--- src/verilog/servo_io_pkg.sv ---
// Constants, register map and encodings for the servo position I/O sequencer.
// Assumes a 250 MHz hclk and an AHB-Lite master with word-sized single transfers.
package servo_io_pkg;

  // Timing base
  localparam int unsigned CLK_PERIOD_NS  = 4;
  localparam int unsigned NS_PER_US      = 1000;
  localparam int unsigned NS_PER_MS      = 1000000;
  localparam int unsigned CYC_PER_MS     = NS_PER_MS / CLK_PERIOD_NS;
  // Settle time between excitation and brake release (least time, rounded up)
  localparam int unsigned EXCITE_TIME_US = 1000;
  localparam int unsigned EXCITE_CYC     = (EXCITE_TIME_US * NS_PER_US + CLK_PERIOD_NS - 1) / CLK_PERIOD_NS;
  // Settle time between brake release and ready
  localparam int unsigned BRAKE_TIME_US  = 1000;
  localparam int unsigned BRAKE_CYC      = (BRAKE_TIME_US * NS_PER_US + CLK_PERIOD_NS - 1) / CLK_PERIOD_NS;
  // Quiet time without pulses after which the motor counts as stopped
  localparam int unsigned IDLE_TIME_US   = 500;
  localparam int unsigned IDLE_CYC       = (IDLE_TIME_US * NS_PER_US + CLK_PERIOD_NS - 1) / CLK_PERIOD_NS;
  localparam int unsigned CNT_W          = 24;

  // Register byte offsets
  localparam logic [7:0] OFS_CTRL     = 8'h00;
  localparam logic [7:0] OFS_COMPLETE = 8'h04;
  localparam logic [7:0] OFS_NEAR     = 8'h08;
  localparam logic [7:0] OFS_MOVE_MIN = 8'h0c;
  localparam logic [7:0] OFS_PRESET   = 8'h10;
  localparam logic [7:0] OFS_STATUS   = 8'h14;
  localparam logic [7:0] OFS_DEVIATE  = 8'h18;
  localparam logic [7:0] OFS_POSITION = 8'h1c;
  localparam logic [7:0] OFS_DSET0    = 8'h20;

  // Control register fields
  localparam int unsigned CTRL_SON_NC   = 0;
  localparam int unsigned CTRL_ANALOG   = 1;
  localparam int unsigned CTRL_ABS      = 2;
  localparam int unsigned CTRL_TEST     = 3;
  localparam int unsigned CTRL_SEL1_LO  = 4;
  localparam int unsigned CTRL_SEL2     = 6;
  localparam logic [6:0]  CTRL_RST      = 7'h52;

  // Output selection 1 codes
  localparam logic [1:0] SEL1_NONE   = 2'h0;
  localparam logic [1:0] SEL1_MOTION = 2'h1;
  localparam logic [1:0] SEL1_BRAKE  = 2'h2;

  // Reset values
  localparam logic [15:0] MOVE_MIN_RST  = 16'h000a;
  localparam logic [31:0] BAND_RST      = 32'h0000_0001;
  localparam logic [8:0]  LIMIT_RST     = 9'h000;
  localparam logic [7:0]  DAMP_RST      = 8'h1e;
  localparam logic [8:0]  TORQUE_CEIL   = 9'h12c;
  localparam int unsigned DSET_DAMP_LO  = 16;
  localparam int unsigned NUM_DSETS     = 4;

  // Positions of the pin inputs in the synchroniser vector
  localparam int unsigned PIN_SON    = 0;
  localparam int unsigned PIN_CLR    = 1;
  localparam int unsigned PIN_PREQ   = 2;
  localparam int unsigned PIN_PRESET = 3;
  localparam int unsigned PIN_FREE   = 4;
  localparam int unsigned PIN_CAP    = 5;
  localparam int unsigned PIN_SEL_LO = 6;
  localparam int unsigned PIN_SEL_HI = 7;
  localparam int unsigned PIN_CMD    = 8;
  localparam int unsigned PIN_CDIR   = 9;
  localparam int unsigned PIN_FB     = 10;
  localparam int unsigned PIN_FDIR   = 11;
  localparam int unsigned PIN_MAINPW = 12;
  localparam int unsigned PIN_FAULT  = 13;
  localparam int unsigned NUM_PINS   = 14;

  // Excitation sequence
  typedef enum logic [1:0] {
    SV_OFF     = 2'b00,
    SV_EXCITE  = 2'b01,
    SV_RELEASE = 2'b10,
    SV_READY   = 2'b11
  } servo_state_t;

endpackage : servo_io_pkg

--- src/verilog/servo_position_io_sequencer.sv ---
// Servo drive I/O sequencer for pulse-train position mode: excitation, ready,
// motion, complete, near, brake timing, clear, preset, free and torque limit.
// Assumes pins arrive asynchronously and an AHB-Lite master reaches the settings.
`timescale 1ns/10ps
module servo_position_io_sequencer
  import servo_io_pkg::*;
#(
  parameter int unsigned EXCITE_CYC_P = EXCITE_CYC,  // Excitation settle, cycles
  parameter int unsigned BRAKE_CYC_P  = BRAKE_CYC,   // Brake release settle, cycles
  parameter int unsigned IDLE_CYC_P   = IDLE_CYC,    // Quiet time that ends motion, cycles
  parameter int unsigned CYC_MS_P     = CYC_PER_MS   // Cycles per millisecond tick
) (
  // Clock and reset
  input  wire logic        hclk,
  input  wire logic        hresetn,
  // AHB-Lite slave
  input  wire logic        hsel,
  input  wire logic [31:0] haddr,
  input  wire logic [1:0]  htrans,
  input  wire logic        hwrite,
  input  wire logic [2:0]  hsize,
  input  wire logic [31:0] hwdata,
  input  wire logic        hready,
  output logic      [31:0] hrdata,
  output logic             hreadyout,
  output logic             hresp,
  // Host control pins (asynchronous)
  input  wire logic        servo_on_in,
  input  wire logic        deviation_clear_in,
  input  wire logic        pos_request_in,
  input  wire logic        preset_in,
  input  wire logic        free_in,
  input  wire logic        torque_cap_in,
  input  wire logic        data_select_lo,
  input  wire logic        data_select_hi,
  // Pulse train and encoder feedback (asynchronous)
  input  wire logic        cmd_pulse_in,
  input  wire logic        cmd_dir_in,
  input  wire logic        fb_pulse_in,
  input  wire logic        fb_dir_in,
  // Power stage status (asynchronous)
  input  wire logic        main_power_ok_in,
  input  wire logic        fault_in,
  // Analog limit and torque feedback (same clock)
  input  wire logic [8:0]  analog_limit_in,
  input  wire logic [8:0]  motor_torque_in,
  // Host status pins
  output logic             ready_out,
  output logic             motion_out,
  output logic             complete_out,
  output logic             near_out,
  output logic             brake_timing_out,
  output logic             torque_capped_out,
  output logic             position_read_strobe,
  // Power stage and memory controls
  output logic             energize_out,
  output logic             brake_release_out,
  output logic      [8:0]  torque_ceiling_out,
  output logic      [7:0]  damping_freq_out,
  output logic             nvm_store_out,
  output logic      [31:0] nvm_data_out
);

  // Pin synchroniser: stage one feeds stage two only
  logic [NUM_PINS-1:0] pin_s1_ff;             // First stage
  logic [NUM_PINS-1:0] pin_ff;                // Second stage, safe to read
  logic [NUM_PINS-1:0] pin_prev_ff;           // Delayed copy for edge detection

  always_ff @(posedge hclk or negedge hresetn) begin
    if (!hresetn) begin
      pin_s1_ff   <= '0;
      pin_ff      <= '0;
      pin_prev_ff <= '0;
    end else begin
      pin_s1_ff   <= {fault_in, main_power_ok_in, fb_dir_in, fb_pulse_in, cmd_dir_in, cmd_pulse_in,
                      data_select_hi, data_select_lo, torque_cap_in, free_in, preset_in,
                      pos_request_in, deviation_clear_in, servo_on_in};
      pin_ff      <= pin_s1_ff;
      pin_prev_ff <= pin_ff;
    end
  end

  // Rising edges of the synchronised pins
  logic [NUM_PINS-1:0] pin_rise;
  assign pin_rise = pin_ff & ~pin_prev_ff;

  // Software settings
  logic [6:0]  ctrl_ff;                        // Control fields
  logic [31:0] complete_band_ff;               // Complete band, counts
  logic [31:0] near_band_ff;                   // Near band, counts
  logic [15:0] move_min_ff;                    // Motion minimum on-time, ms
  logic [31:0] preset_val_ff;                  // Value loaded by preset
  logic [8:0]  limit_ff [NUM_DSETS];           // Torque limit per set, percent
  logic [7:0]  damp_ff  [NUM_DSETS];           // Damping frequency per set, Hz

  // Internal state
  servo_state_t state_ff;                      // Excitation sequence
  servo_state_t nxt_state;
  logic [CNT_W-1:0]  seq_cnt_ff;               // Sequence settle counter
  logic signed [31:0] dev_ff;                  // Deviation counter
  logic [31:0] position_ff;                    // Current position
  logic        alarm_ff;                       // Alarm standing
  logic        warn_ff;                        // Main-supply warning
  logic [CNT_W-1:0]  idle_cnt_ff;              // Quiet cycles left before motion ends
  logic [CNT_W-1:0]  ms_cnt_ff;                // Millisecond prescaler
  logic [15:0] hold_ms_ff;                     // Remaining motion hold, ms

  // Decoded input functions
  logic servo_act;                             // Excitation requested
  logic clear_fn;                              // Clear acting as clear
  logic alarm_reset_in;                        // Clear acting as alarm reset
  logic dev_zero;                              // Any clearing condition
  logic accept_pulse;                          // Command pulse accepted
  logic moving;                                // Motor in motion
  logic [31:0] dev_abs;                        // Magnitude of deviation
  logic [1:0]  set_idx;                        // Active data set
  logic [8:0]  sel_limit;                      // Limit of the active set

  // Polarity setting: closed sense energizes with the pin off
  assign servo_act = ctrl_ff[CTRL_SON_NC] ? ~pin_ff[PIN_SON] : pin_ff[PIN_SON];
  // Position request turns clear into the read strobe
  assign clear_fn  = pin_ff[PIN_CLR] & ~pin_ff[PIN_PREQ];
  // Alarm reset on a clear edge, blocked by position request
  assign alarm_reset_in = alarm_ff & pin_rise[PIN_CLR] & ~pin_ff[PIN_PREQ];
  // Read strobe mirrors clear while position request is held
  assign position_read_strobe = pin_ff[PIN_CLR] & pin_ff[PIN_PREQ];

  // Deviation held at zero while disabled, cleared or free
  assign dev_zero = ~servo_act | clear_fn | pin_ff[PIN_FREE] | (state_ff == SV_OFF);
  // Pulses count only while ready; the host must wait for ready first
  assign accept_pulse = pin_rise[PIN_CMD] & ready_out;

  // Excitation sequence: energize, settle, release brake, settle, ready
  always_comb begin
    nxt_state = state_ff;
    unique case (state_ff)
      SV_OFF:     if (servo_act && pin_ff[PIN_MAINPW] && !alarm_ff && !pin_ff[PIN_FREE])
                    nxt_state = SV_EXCITE;
      SV_EXCITE:  if (seq_cnt_ff == CNT_W'(EXCITE_CYC_P - 1))
                    nxt_state = SV_RELEASE;
      SV_RELEASE: if (seq_cnt_ff == CNT_W'(BRAKE_CYC_P - 1))
                    nxt_state = SV_READY;
      SV_READY:   nxt_state = SV_READY;
    endcase
    // Any loss of conditions drops back to de-energized
    if (!servo_act || !pin_ff[PIN_MAINPW] || alarm_ff || pin_ff[PIN_FREE]) begin
      nxt_state = SV_OFF;
    end
  end

  // Sequence state and settle counter
  always_ff @(posedge hclk or negedge hresetn) begin
    if (!hresetn) begin
      state_ff   <= SV_OFF;
      seq_cnt_ff <= '0;
    end else begin
      state_ff   <= nxt_state;
      seq_cnt_ff <= (nxt_state != state_ff) ? '0 : seq_cnt_ff + CNT_W'(1);
    end
  end

  // Power stage: current only while sequenced and not freed
  assign energize_out      = (state_ff != SV_OFF);
  // Brake opens after excitation, or at once when freed
  assign brake_release_out = (state_ff == SV_RELEASE) | (state_ff == SV_READY) | pin_ff[PIN_FREE];

  // Ready needs every enabling condition
  assign ready_out = (state_ff == SV_READY) & pin_ff[PIN_MAINPW] & ~alarm_ff & servo_act
                   & ~pin_ff[PIN_FREE] & ~pin_ff[PIN_CLR] & ~ctrl_ff[CTRL_TEST];

  // Warning and alarm. Warning comes from enabling on auxiliary supply alone;
  // a pulse during the warning becomes an alarm. A new cause wins over a reset.
  always_ff @(posedge hclk or negedge hresetn) begin
    if (!hresetn) begin
      warn_ff  <= 1'b0;
      alarm_ff <= 1'b0;
    end else begin
      warn_ff  <= servo_act & ~pin_ff[PIN_MAINPW];
      if ((warn_ff && pin_rise[PIN_CMD]) || pin_ff[PIN_FAULT]) begin
        alarm_ff <= 1'b1;
      end else if (alarm_reset_in) begin
        alarm_ff <= 1'b0;
      end
    end
  end

  // Deviation counter: plus accepted commands, minus feedback
  always_ff @(posedge hclk or negedge hresetn) begin
    if (!hresetn) begin
      dev_ff <= '0;
    end else if (dev_zero) begin
      dev_ff <= '0;
    end else begin
      dev_ff <= dev_ff
              + (accept_pulse ? (pin_ff[PIN_CDIR] ? -32'sd1 : 32'sd1) : 32'sd0)
              - (pin_rise[PIN_FB] ? (pin_ff[PIN_FDIR] ? -32'sd1 : 32'sd1) : 32'sd0);
    end
  end

  // Current position tracks feedback; preset overrides it. Only zero at power-up
  // is kept here; restoring a stored home belongs to the memory controller.
  always_ff @(posedge hclk or negedge hresetn) begin
    if (!hresetn) begin
      position_ff   <= '0;
      nvm_store_out <= 1'b0;
      nvm_data_out  <= '0;
    end else begin
      nvm_store_out <= 1'b0;
      if (pin_rise[PIN_PRESET]) begin
        position_ff <= preset_val_ff;
        if (ctrl_ff[CTRL_ABS]) begin
          nvm_store_out <= 1'b1;
          nvm_data_out  <= preset_val_ff;
        end
      end else if (pin_rise[PIN_FB]) begin
        position_ff <= pin_ff[PIN_FDIR] ? position_ff - 32'd1 : position_ff + 32'd1;
      end
    end
  end

  // Motion detection: any accepted command or feedback pulse restarts the quiet timer
  always_ff @(posedge hclk or negedge hresetn) begin
    if (!hresetn) begin
      idle_cnt_ff <= '0;
    end else if (accept_pulse || pin_rise[PIN_FB]) begin
      idle_cnt_ff <= CNT_W'(IDLE_CYC_P);
    end else if (idle_cnt_ff != '0) begin
      idle_cnt_ff <= idle_cnt_ff - CNT_W'(1);
    end
  end
  assign moving = (idle_cnt_ff != '0);

  // Minimum on-time counted in millisecond ticks; a short motion still holds
  // the output for the full setting after it ends, the prescaler restarting with it
  always_ff @(posedge hclk or negedge hresetn) begin
    if (!hresetn) begin
      ms_cnt_ff  <= '0;
      hold_ms_ff <= '0;
    end else if (moving) begin
      ms_cnt_ff  <= '0;
      hold_ms_ff <= move_min_ff;
    end else begin
      ms_cnt_ff  <= (ms_cnt_ff == CNT_W'(CYC_MS_P - 1)) ? '0 : ms_cnt_ff + CNT_W'(1);
      if (ms_cnt_ff == CNT_W'(CYC_MS_P - 1) && hold_ms_ff != '0) begin
        hold_ms_ff <= hold_ms_ff - 16'h0001;
      end
    end
  end

  // Band checks on the deviation magnitude
  assign dev_abs = dev_ff[31] ? 32'(-dev_ff) : 32'(dev_ff);

  // Status outputs, all registered
  always_ff @(posedge hclk or negedge hresetn) begin
    if (!hresetn) begin
      motion_out       <= 1'b0;
      complete_out     <= 1'b0;
      near_out         <= 1'b0;
      brake_timing_out <= 1'b0;
    end else begin
      motion_out       <= (ctrl_ff[CTRL_SEL1_LO +: 2] == SEL1_MOTION) & (moving | hold_ms_ff != '0);
      complete_out     <= ~moving & energize_out & (dev_abs <= complete_band_ff);
      // Near uses its own band but, like complete, waits for motion to end
      near_out         <= ctrl_ff[CTRL_SEL2] & ~moving & energize_out & (dev_abs <= near_band_ff);
      brake_timing_out <= (ctrl_ff[CTRL_SEL1_LO +: 2] == SEL1_BRAKE) & brake_release_out;
    end
  end

  // Torque limit set selection: upper select is the high bit
  assign set_idx   = {pin_ff[PIN_SEL_HI], pin_ff[PIN_SEL_LO]};
  // Set 0 follows the analog input when analog mode is on
  assign sel_limit = (ctrl_ff[CTRL_ANALOG] && set_idx == 2'd0) ? analog_limit_in : limit_ff[set_idx];

  // Torque ceiling and capped flag
  always_ff @(posedge hclk or negedge hresetn) begin
    if (!hresetn) begin
      torque_ceiling_out <= TORQUE_CEIL;
      torque_capped_out  <= 1'b0;
      damping_freq_out   <= DAMP_RST;
    end else begin
      torque_ceiling_out <= pin_ff[PIN_CAP] ? sel_limit : TORQUE_CEIL;
      torque_capped_out  <= pin_ff[PIN_CAP] & (motor_torque_in >= sel_limit);
      damping_freq_out   <= damp_ff[set_idx];
    end
  end

  // AHB-Lite slave: zero wait states, always OKAY
  logic        acc_ff;                          // Data phase of a valid transfer
  logic        wr_ff;                           // That transfer is a write
  logic [7:0]  addr_ff;                         // Its byte offset
  logic        take;                            // Address phase accepted now
  logic [31:0] rd_mux;                          // Read data for the current address

  assign take      = hsel & htrans[1] & hready;
  assign hreadyout = 1'b1;
  assign hresp     = 1'b0;

  // Read mux; unmapped offsets read as zero
  always_comb begin
    rd_mux = '0;
    unique case (haddr[7:0])
      OFS_CTRL:     rd_mux = {25'h0, ctrl_ff};
      OFS_COMPLETE: rd_mux = complete_band_ff;
      OFS_NEAR:     rd_mux = near_band_ff;
      OFS_MOVE_MIN: rd_mux = {16'h0, move_min_ff};
      OFS_PRESET:   rd_mux = preset_val_ff;
      OFS_STATUS:   rd_mux = {22'h0, state_ff, torque_capped_out, warn_ff, alarm_ff,
                              near_out, complete_out, motion_out, brake_release_out, ready_out};
      OFS_DEVIATE:  rd_mux = dev_ff;
      OFS_POSITION: rd_mux = position_ff;
      default: begin
        if (haddr[7:4] == OFS_DSET0[7:4] && haddr[1:0] == 2'h0) begin
          rd_mux = {8'h0, damp_ff[haddr[3:2]], 7'h0, limit_ff[haddr[3:2]]};
        end
      end
    endcase
  end

  // Address phase capture; read data registered for the data phase
  always_ff @(posedge hclk or negedge hresetn) begin
    if (!hresetn) begin
      acc_ff  <= 1'b0;
      wr_ff   <= 1'b0;
      addr_ff <= '0;
      hrdata  <= '0;
    end else begin
      acc_ff  <= take;
      wr_ff   <= take & hwrite;
      if (take) begin
        addr_ff <= haddr[7:0];
      end
      if (take && !hwrite) begin
        hrdata <= (haddr[31:8] == 24'h0) ? rd_mux : 32'h0;
      end
    end
  end

  // Register writes in the data phase; read-only and unmapped offsets ignore them
  always_ff @(posedge hclk or negedge hresetn) begin
    if (!hresetn) begin
      ctrl_ff          <= CTRL_RST;
      complete_band_ff <= BAND_RST;
      near_band_ff     <= BAND_RST;
      move_min_ff      <= MOVE_MIN_RST;
      preset_val_ff    <= '0;
      for (int i = 0; i < NUM_DSETS; i++) begin
        limit_ff[i] <= LIMIT_RST;
        damp_ff[i]  <= DAMP_RST;
      end
    end else if (acc_ff && wr_ff) begin
      unique case (addr_ff)
        OFS_CTRL:     ctrl_ff          <= hwdata[6:0];
        OFS_COMPLETE: complete_band_ff <= hwdata;
        OFS_NEAR:     near_band_ff     <= hwdata;
        OFS_MOVE_MIN: move_min_ff      <= hwdata[15:0];
        OFS_PRESET:   preset_val_ff    <= hwdata;
        default: begin
          if (addr_ff[7:4] == OFS_DSET0[7:4] && addr_ff[1:0] == 2'h0) begin
            limit_ff[addr_ff[3:2]] <= hwdata[8:0];
            damp_ff[addr_ff[3:2]]  <= hwdata[DSET_DAMP_LO +: 8];
          end
        end
      endcase
    end
  end

endmodule : servo_position_io_sequencer

--- config.mk ---
export PLATFORM = sky130hd
export DESIGN_NAME = servo_position_io_sequencer
export DESIGN_NICKNAME = d
export VERILOG_FILES = /design/src/verilog/servo_io_pkg.sv /design/src/verilog/servo_position_io_sequencer.sv
export SDC_FILE = /design/constraint.sdc
export NUM_CORES = 1
export LEC_CHECK = 0
export BUFFER_PORTS_ARGS = -buffer_cell sky130_fd_sc_hd__buf_2
export CAP_MARGIN = 20
export CORE_ASPECT_RATIO = 0.9
export CORE_MARGIN = 2
export CORE_UTILIZATION = 60
export DETAILED_ROUTE_END_ITERATION = 7
export GPL_ROUTABILITY_DRIVEN = 0
export PLACE_DENSITY = 0.8
export SLEW_MARGIN = 20
export SYNTH_ARGS = -nofsm -noshare
export SYNTH_HDL_FRONTEND = slang
export SYNTH_SLANG_ARGS = --single-unit
export TNS_END_PERCENT = 1
--- constraint.sdc ---
create_clock -name hclk -period 15.5 [get_ports hclk]
set_input_delay 2.325 -clock hclk [delete_from_list [all_inputs] [get_ports hclk]]
set_output_delay 2.325 -clock hclk [all_outputs]
set_load 0.05 [all_outputs]
Word-level counts from Yosys, hierarchy flattened
Index checks and enable logic that the tools add are counted.

storage, ports and cells
  word-level logic and storage cells = 211
  bits in registers = 479
  output and inout port bits = 93

operators by class
  bitwise logic cells = 44
  reduce and logical (&&, ||, !) cells = 43
  add/subtract/negate cells = 9
  muxes and demuxes = 49
  equal/unequal tests = 21
  $lt $le $gt $ge = 7

operator list
  operator               number
  $mux 32                10
  $pmux 32 s8            1
  $mux 24                6
  $le 32x32->1           2
  $mux 9                 7
  $add 24x1->24 const B  2
  $eq 24x18->1 const B   2
  $eq 8x5->1 const B     5
  $mux 8                 5
  $bmux 9 s2             2
  $bwmux 36              1
  $add 32x1->32 const B  1
  $add 32x32->32         1
  $bmux 8 s2             2
  $bwmux 32              1
  $eq 8x4->1 const B     4
  $mux 16                2
  $neg 32->32            1
  $sub 32x1->32 const B  1
  $sub 32x32->32         1
  $logic_not 24->1       1
  $reduce_bool 24->1     1
  $sub 24x1->24 const B  1
  $and 1x1->1            23
  other kinds (29)       90

Depth between registers and ports, before layout
  word-level depth = 12
  depth in mapped cells = 19

Worst setup path before layout
OpenSTA, ideal clock, no wires.

  path kind = register to register
  start = reg ctrl_ff[0]
  end = reg dev_ff[30]
  buffers on the path = 0
  data required time = 15,368 ps
  setup slack = 7,956 ps
  period minus slack after synthesis = 7,544 ps
  cell stages (with the launch flop) = 18
  arrival = 7,412 ps
  path through = dfrtp_1 -> xnor2_1 -> nor2_1 -> nand3b_1 -> nor4_1 -> nand3_1 -> fa_1 -> fa_1 -> nor2b_1 -> o21a_1 -> o21ai_0 -> a21oi_1 -> nor2_1 -> o31ai_1 -> a21oi_1 -> o311ai_0 -> xnor2_1 -> nor2_1

between the ends
  word-level cells in the longest chain between the ends = 10
  elaborated cells on any way between the ends = 14

RTL lines
  element                    line                                RTL
  start, declared            servo_position_io_sequencer.sv:88   logic [6:0] ctrl_ff;
  start signal, assigned     servo_position_io_sequencer.sv:352  OFS_CTRL: ctrl_ff <= hwdata[6:0];
  $mux 1                     servo_position_io_sequencer.sv:120  assign servo_act = ctrl_ff[CTRL_SON_NC] ? ~pin_ff[PIN_SON] : pin_ff[PIN_SON];
  $and 1x1->1                servo_position_io_sequencer.sv:168  assign ready_out = (state_ff == SV_READY) & pin_ff[PIN_MAINPW] & ~alarm_ff & servo_act
  $and 1x1->1 (3 in series)  servo_position_io_sequencer.sv:169  & ~pin_ff[PIN_FREE] & ~pin_ff[PIN_CLR] & ~ctrl_ff[CTRL_TEST];
  net ready_out              servo_position_io_sequencer.sv:48   output logic ready_out,
  $and 1x1->1                servo_position_io_sequencer.sv:131  assign accept_pulse = pin_rise[PIN_CMD] & ready_out;
  $mux 32                    servo_position_io_sequencer.sv:195  + (accept_pulse ? (pin_ff[PIN_CDIR] ? -32'sd1 : 32'sd1) : 32'sd0)
  $add 32x32->32             servo_position_io_sequencer.sv:195
  $sub 32x32->32             servo_position_io_sequencer.sv:196  - (pin_rise[PIN_FB] ? (pin_ff[PIN_FDIR] ? -32'sd1 : 32'sd1) : 32'sd0);
  $mux 32                    servo_position_io_sequencer.sv:191  end else if (dev_zero) begin
  end signal, assigned       servo_position_io_sequencer.sv:194  dev_ff <= dev_ff
  end, declared              servo_position_io_sequencer.sv:100  logic signed [31:0] dev_ff;

The timed path passes the listed nets, and every way through them passes these cells.
A chain may end at the register's enable or synchronous reset.

Worst setup path in the final report
  start = reg ctrl_ff[0]
  end = reg dev_ff[30]

between the ends
  word-level cells in the longest chain between the ends = 10
  elaborated cells on any way between the ends = 14

RTL lines
  element                    line
  $mux 1 (*)                 servo_position_io_sequencer.sv:120
  $and 1x1->1                servo_position_io_sequencer.sv:168
  $and 1x1->1 (3 in series)  servo_position_io_sequencer.sv:169
  $and 1x1->1                servo_position_io_sequencer.sv:131
  $mux 32                    servo_position_io_sequencer.sv:195
  $add 32x32->32             servo_position_io_sequencer.sv:195
  $sub 32x32->32             servo_position_io_sequencer.sv:196
  $mux 32 (*)                servo_position_io_sequencer.sv:191

Every way passes the cells marked *; elsewhere a longest branch is shown, timed or not.

==> out/metrics.yaml <==
placement:
  pre_cts_ws_ns: 8.66
  portBuffers: 192
  dpl_cell_area_um2: 28500
  dp_hpwl_mm: 53.0
sta:
  timing.fmax_mhz: 164
  fin_crit_sh: 0.393
  drv_slew: 0
  setup_ws_ns: 9.41
  finClkSkew_ns: 0.0170
  max_slew_margin: 0.193
  worst_pin_slew_ns: 1.20
  finalHoldViolCount: 0
  setup_viol: 0
  tns_ns: 0
  fin_crit_ns: 6.09
  rsz0062_at_grt: "false"
global_routing:
  grt_overflow: 0
  grt_first_pass_wirelength_mm: 119
  grt_pass1_vias: 21700
  grt_max_degree: 127
  antenna_found_initial: 6
  grt_usage: 0.330
die:
  core_area_um2: 44200
  dieWidth_um: 227
  die_h_um: 205
  start_util: 0.607
  ioPinCount: 199
  dieArea_um2: 46500
  rows: 73
final_layout:
  final_cell_mix: "441 x dfrtp_1, 235 x mux2_2, 208 x inv_1"
  drive_gt1_frac: 0.223
  stdcell_area_um2: 30200
  nets: 3044
  syn2layout_area_growth_pct: 12.4
  post-route-util: 0.682
  final_common_cell: "dfrtp_1"
  n_fill_cell: 3263
pwr:
  power_density_nw_per_um2: 103
  comb_power_share: 0.156
  intPower_mw: 2.22
  clkPwrFrac: 0.395
  p_seq_frac: 0.449
  power.switching_mw: 0.876
  leakagePower_nw: 14.4
  switching_share: 0.283
  ir_drop_v: 0.000105
flow_run:
  cap_violations: 0
yosys:
  netlist_area_um2: 26800
  yosysUniqueCellTypes: 77
  synth-main-ff-cell: "dfrtp_1"
  syn-instance-count: 2591
  synth_edf_count: 0
  ys_ff_latch: 472
  synth_fp_nets: 2870
  yosysSeqAreaShare: 0.441
  synthArstFlopShare: 1.00
  avgSynthCellArea_um2: 10.4
  yosys_warnings: 0
cts:
  cts_resized: 0
  clockRootBuffer: "clkbuf_16"
  cts_made_buffers: 49
  htree_levels: 2
  cts_setup_buffers: 0
  cts_buffer_depth: 3
  clk_latency_ns: 0.60
  clkTransAtPathRegs_ns: 0.06
  holdBufCountCts: 0
  tritoncts: "built"
  cts.sinks: 472
critical_path:
  critPathCaptureType: "flip-flop"
  cp_max_fo: 31
  crit_arrival_ns: 6.55
  cp.required_ns: 15.96
  cp-start-kind: "flip-flop"
  path_class: "flip-flop to flip-flop"
detailed_routing:
  num_vias: 21600
  drt_iter0_markers: 2354
  wl_mm: 75.5
  wire_per_inst_um: 22.2
  vias_per_cell: 6.33
  ant_nets: 0
  firstDrtPassIters: 8
  drcViolationCount: 0
outcome:
  status: "finished clean"
hold_path:
  min_path_type: "flip-flop to flip-flop"
-- layer usage --
metal	track usage	part of all wire	vias up
met5	0	0.00036	-
met4	0.163	0.051	4
met3	0.0819	0.10	212
met2	0.504	0.45	1116
met1	0.440	0.39	10600
li1	-	-	9593
-- synth_stat cells (all sizes together), types with 27 or more instances --
cell type    n  area share
inv        208       0.029
a21o        45       0.013
nand2b      28      0.0065
a22o        43       0.014
dfstp       31       0.030
nand3       86       0.016
nand2      157       0.022
dfrtp      441        0.41
a21oi      158       0.029
nand4       29      0.0068
ha         141       0.066
nor2       185       0.026
clkbuf      78       0.011
nor4        27      0.0068
xor2        52       0.017
xnor2       80       0.026
a22oi       68       0.019
fa          32       0.024
o21ai      111       0.021
nor2b       34      0.0079
mux2       235       0.099
nor3        45      0.0084
-- power by group through the flow --
stage / Clock, mW / Sequential [mW] / Combinational [mW]
after floorplan: 0 / 1.39 / 0.322
after global placement: 0 / 1.40 / 0.446
after detailed placement: 0 / 1.40 / 0.469
after CTS: 1.24 / 1.38 / 0.477
after global routing: 1.29 / 1.40 / 0.533
final: 1.22 / 1.39 / 0.483
-- critical path: stages (launching register included) --
cell and delay, ns:
dfrtp_1 0.44, xnor2_1 0.17, nor2_1 0.16, nand3b_1 0.26
nor4_2 0.66, nand3_4 0.63, fa_1 0.71, fa_1 0.46
nor2b_1 0.21, o21a_1 0.18, o21ai_0 0.14, a21oi_1 0.22
nor2_1 0.09, o31ai_1 0.55, a21oi_1 0.35, o311ai_0 0.48
xnor2_1 0.17, nor2_1 0.05
-- cells by family after synthesis --
logic type | synth area share
buf+inv | 0.0435
other cells | 0.000280
simple gates | 0.122
compound gates | 0.139
xor+xnor | 0.0431
flops | 0.441
mux | 0.121
fa+ha+maj | 0.0896
-- flip-flops by register name, indices dropped and copies added (netlist names), 16 cells and up --
signal,flops
limit_ff,36
complete_band_ff,32
damp_ff,32
dev_ff,32
hrdata,32
near_band_ff,32
nvm_data_out,32
position_ff,32
preset_val_ff,32
idle_cnt_ff,24
ms_cnt_ff,24
seq_cnt_ff,24
hold_ms_ff,16
move_min_ff,16
-- area by class of cell --
cell class / instances / area (um^2) / share of cell area
clock buffer: 71 / 1410 / 0.0467
tap: 600 / 751 / 0.0249
clock inverter: 17 / 235 / 0.00780
inverter: 209 / 785 / 0.0260
multi-input combinational: 1810 / 13900 / 0.461
timing repair buffer: 223 / 1210 / 0.0400
antenna: 4 / 10.0 / 0.000332
sequential: 472 / 11900 / 0.393
-- stage by stage --
stage               instances  hold WS (ns)  power (mW)
finish                   3406         0.349        3.10
global route             3406         0.350        3.21
CTS                      3402         0.348        3.10
detailed placement       3314         0.335        1.87
global placement         3314         0.332        1.84
floorplan                2591         0.331        1.71
-- worst paths after layout --
kind                              start                   to  slack (ns)  cells past startpoint
max                          ctrl_ff[0]           dev_ff[30]        9.41                     17
min                        pin_s1_ff[6]            pin_ff[6]        0.35                      0
max reg2reg                  ctrl_ff[0]           dev_ff[30]        9.41                     17
min reg2reg                pin_s1_ff[6]            pin_ff[6]        0.35                      0
max in group asynchronous       hresetn  complete_band_ff[8]       10.54                      4
min in group asynchronous       hresetn        ms_cnt_ff[12]        1.84                      1
Power figures use the tool's default switching activity.
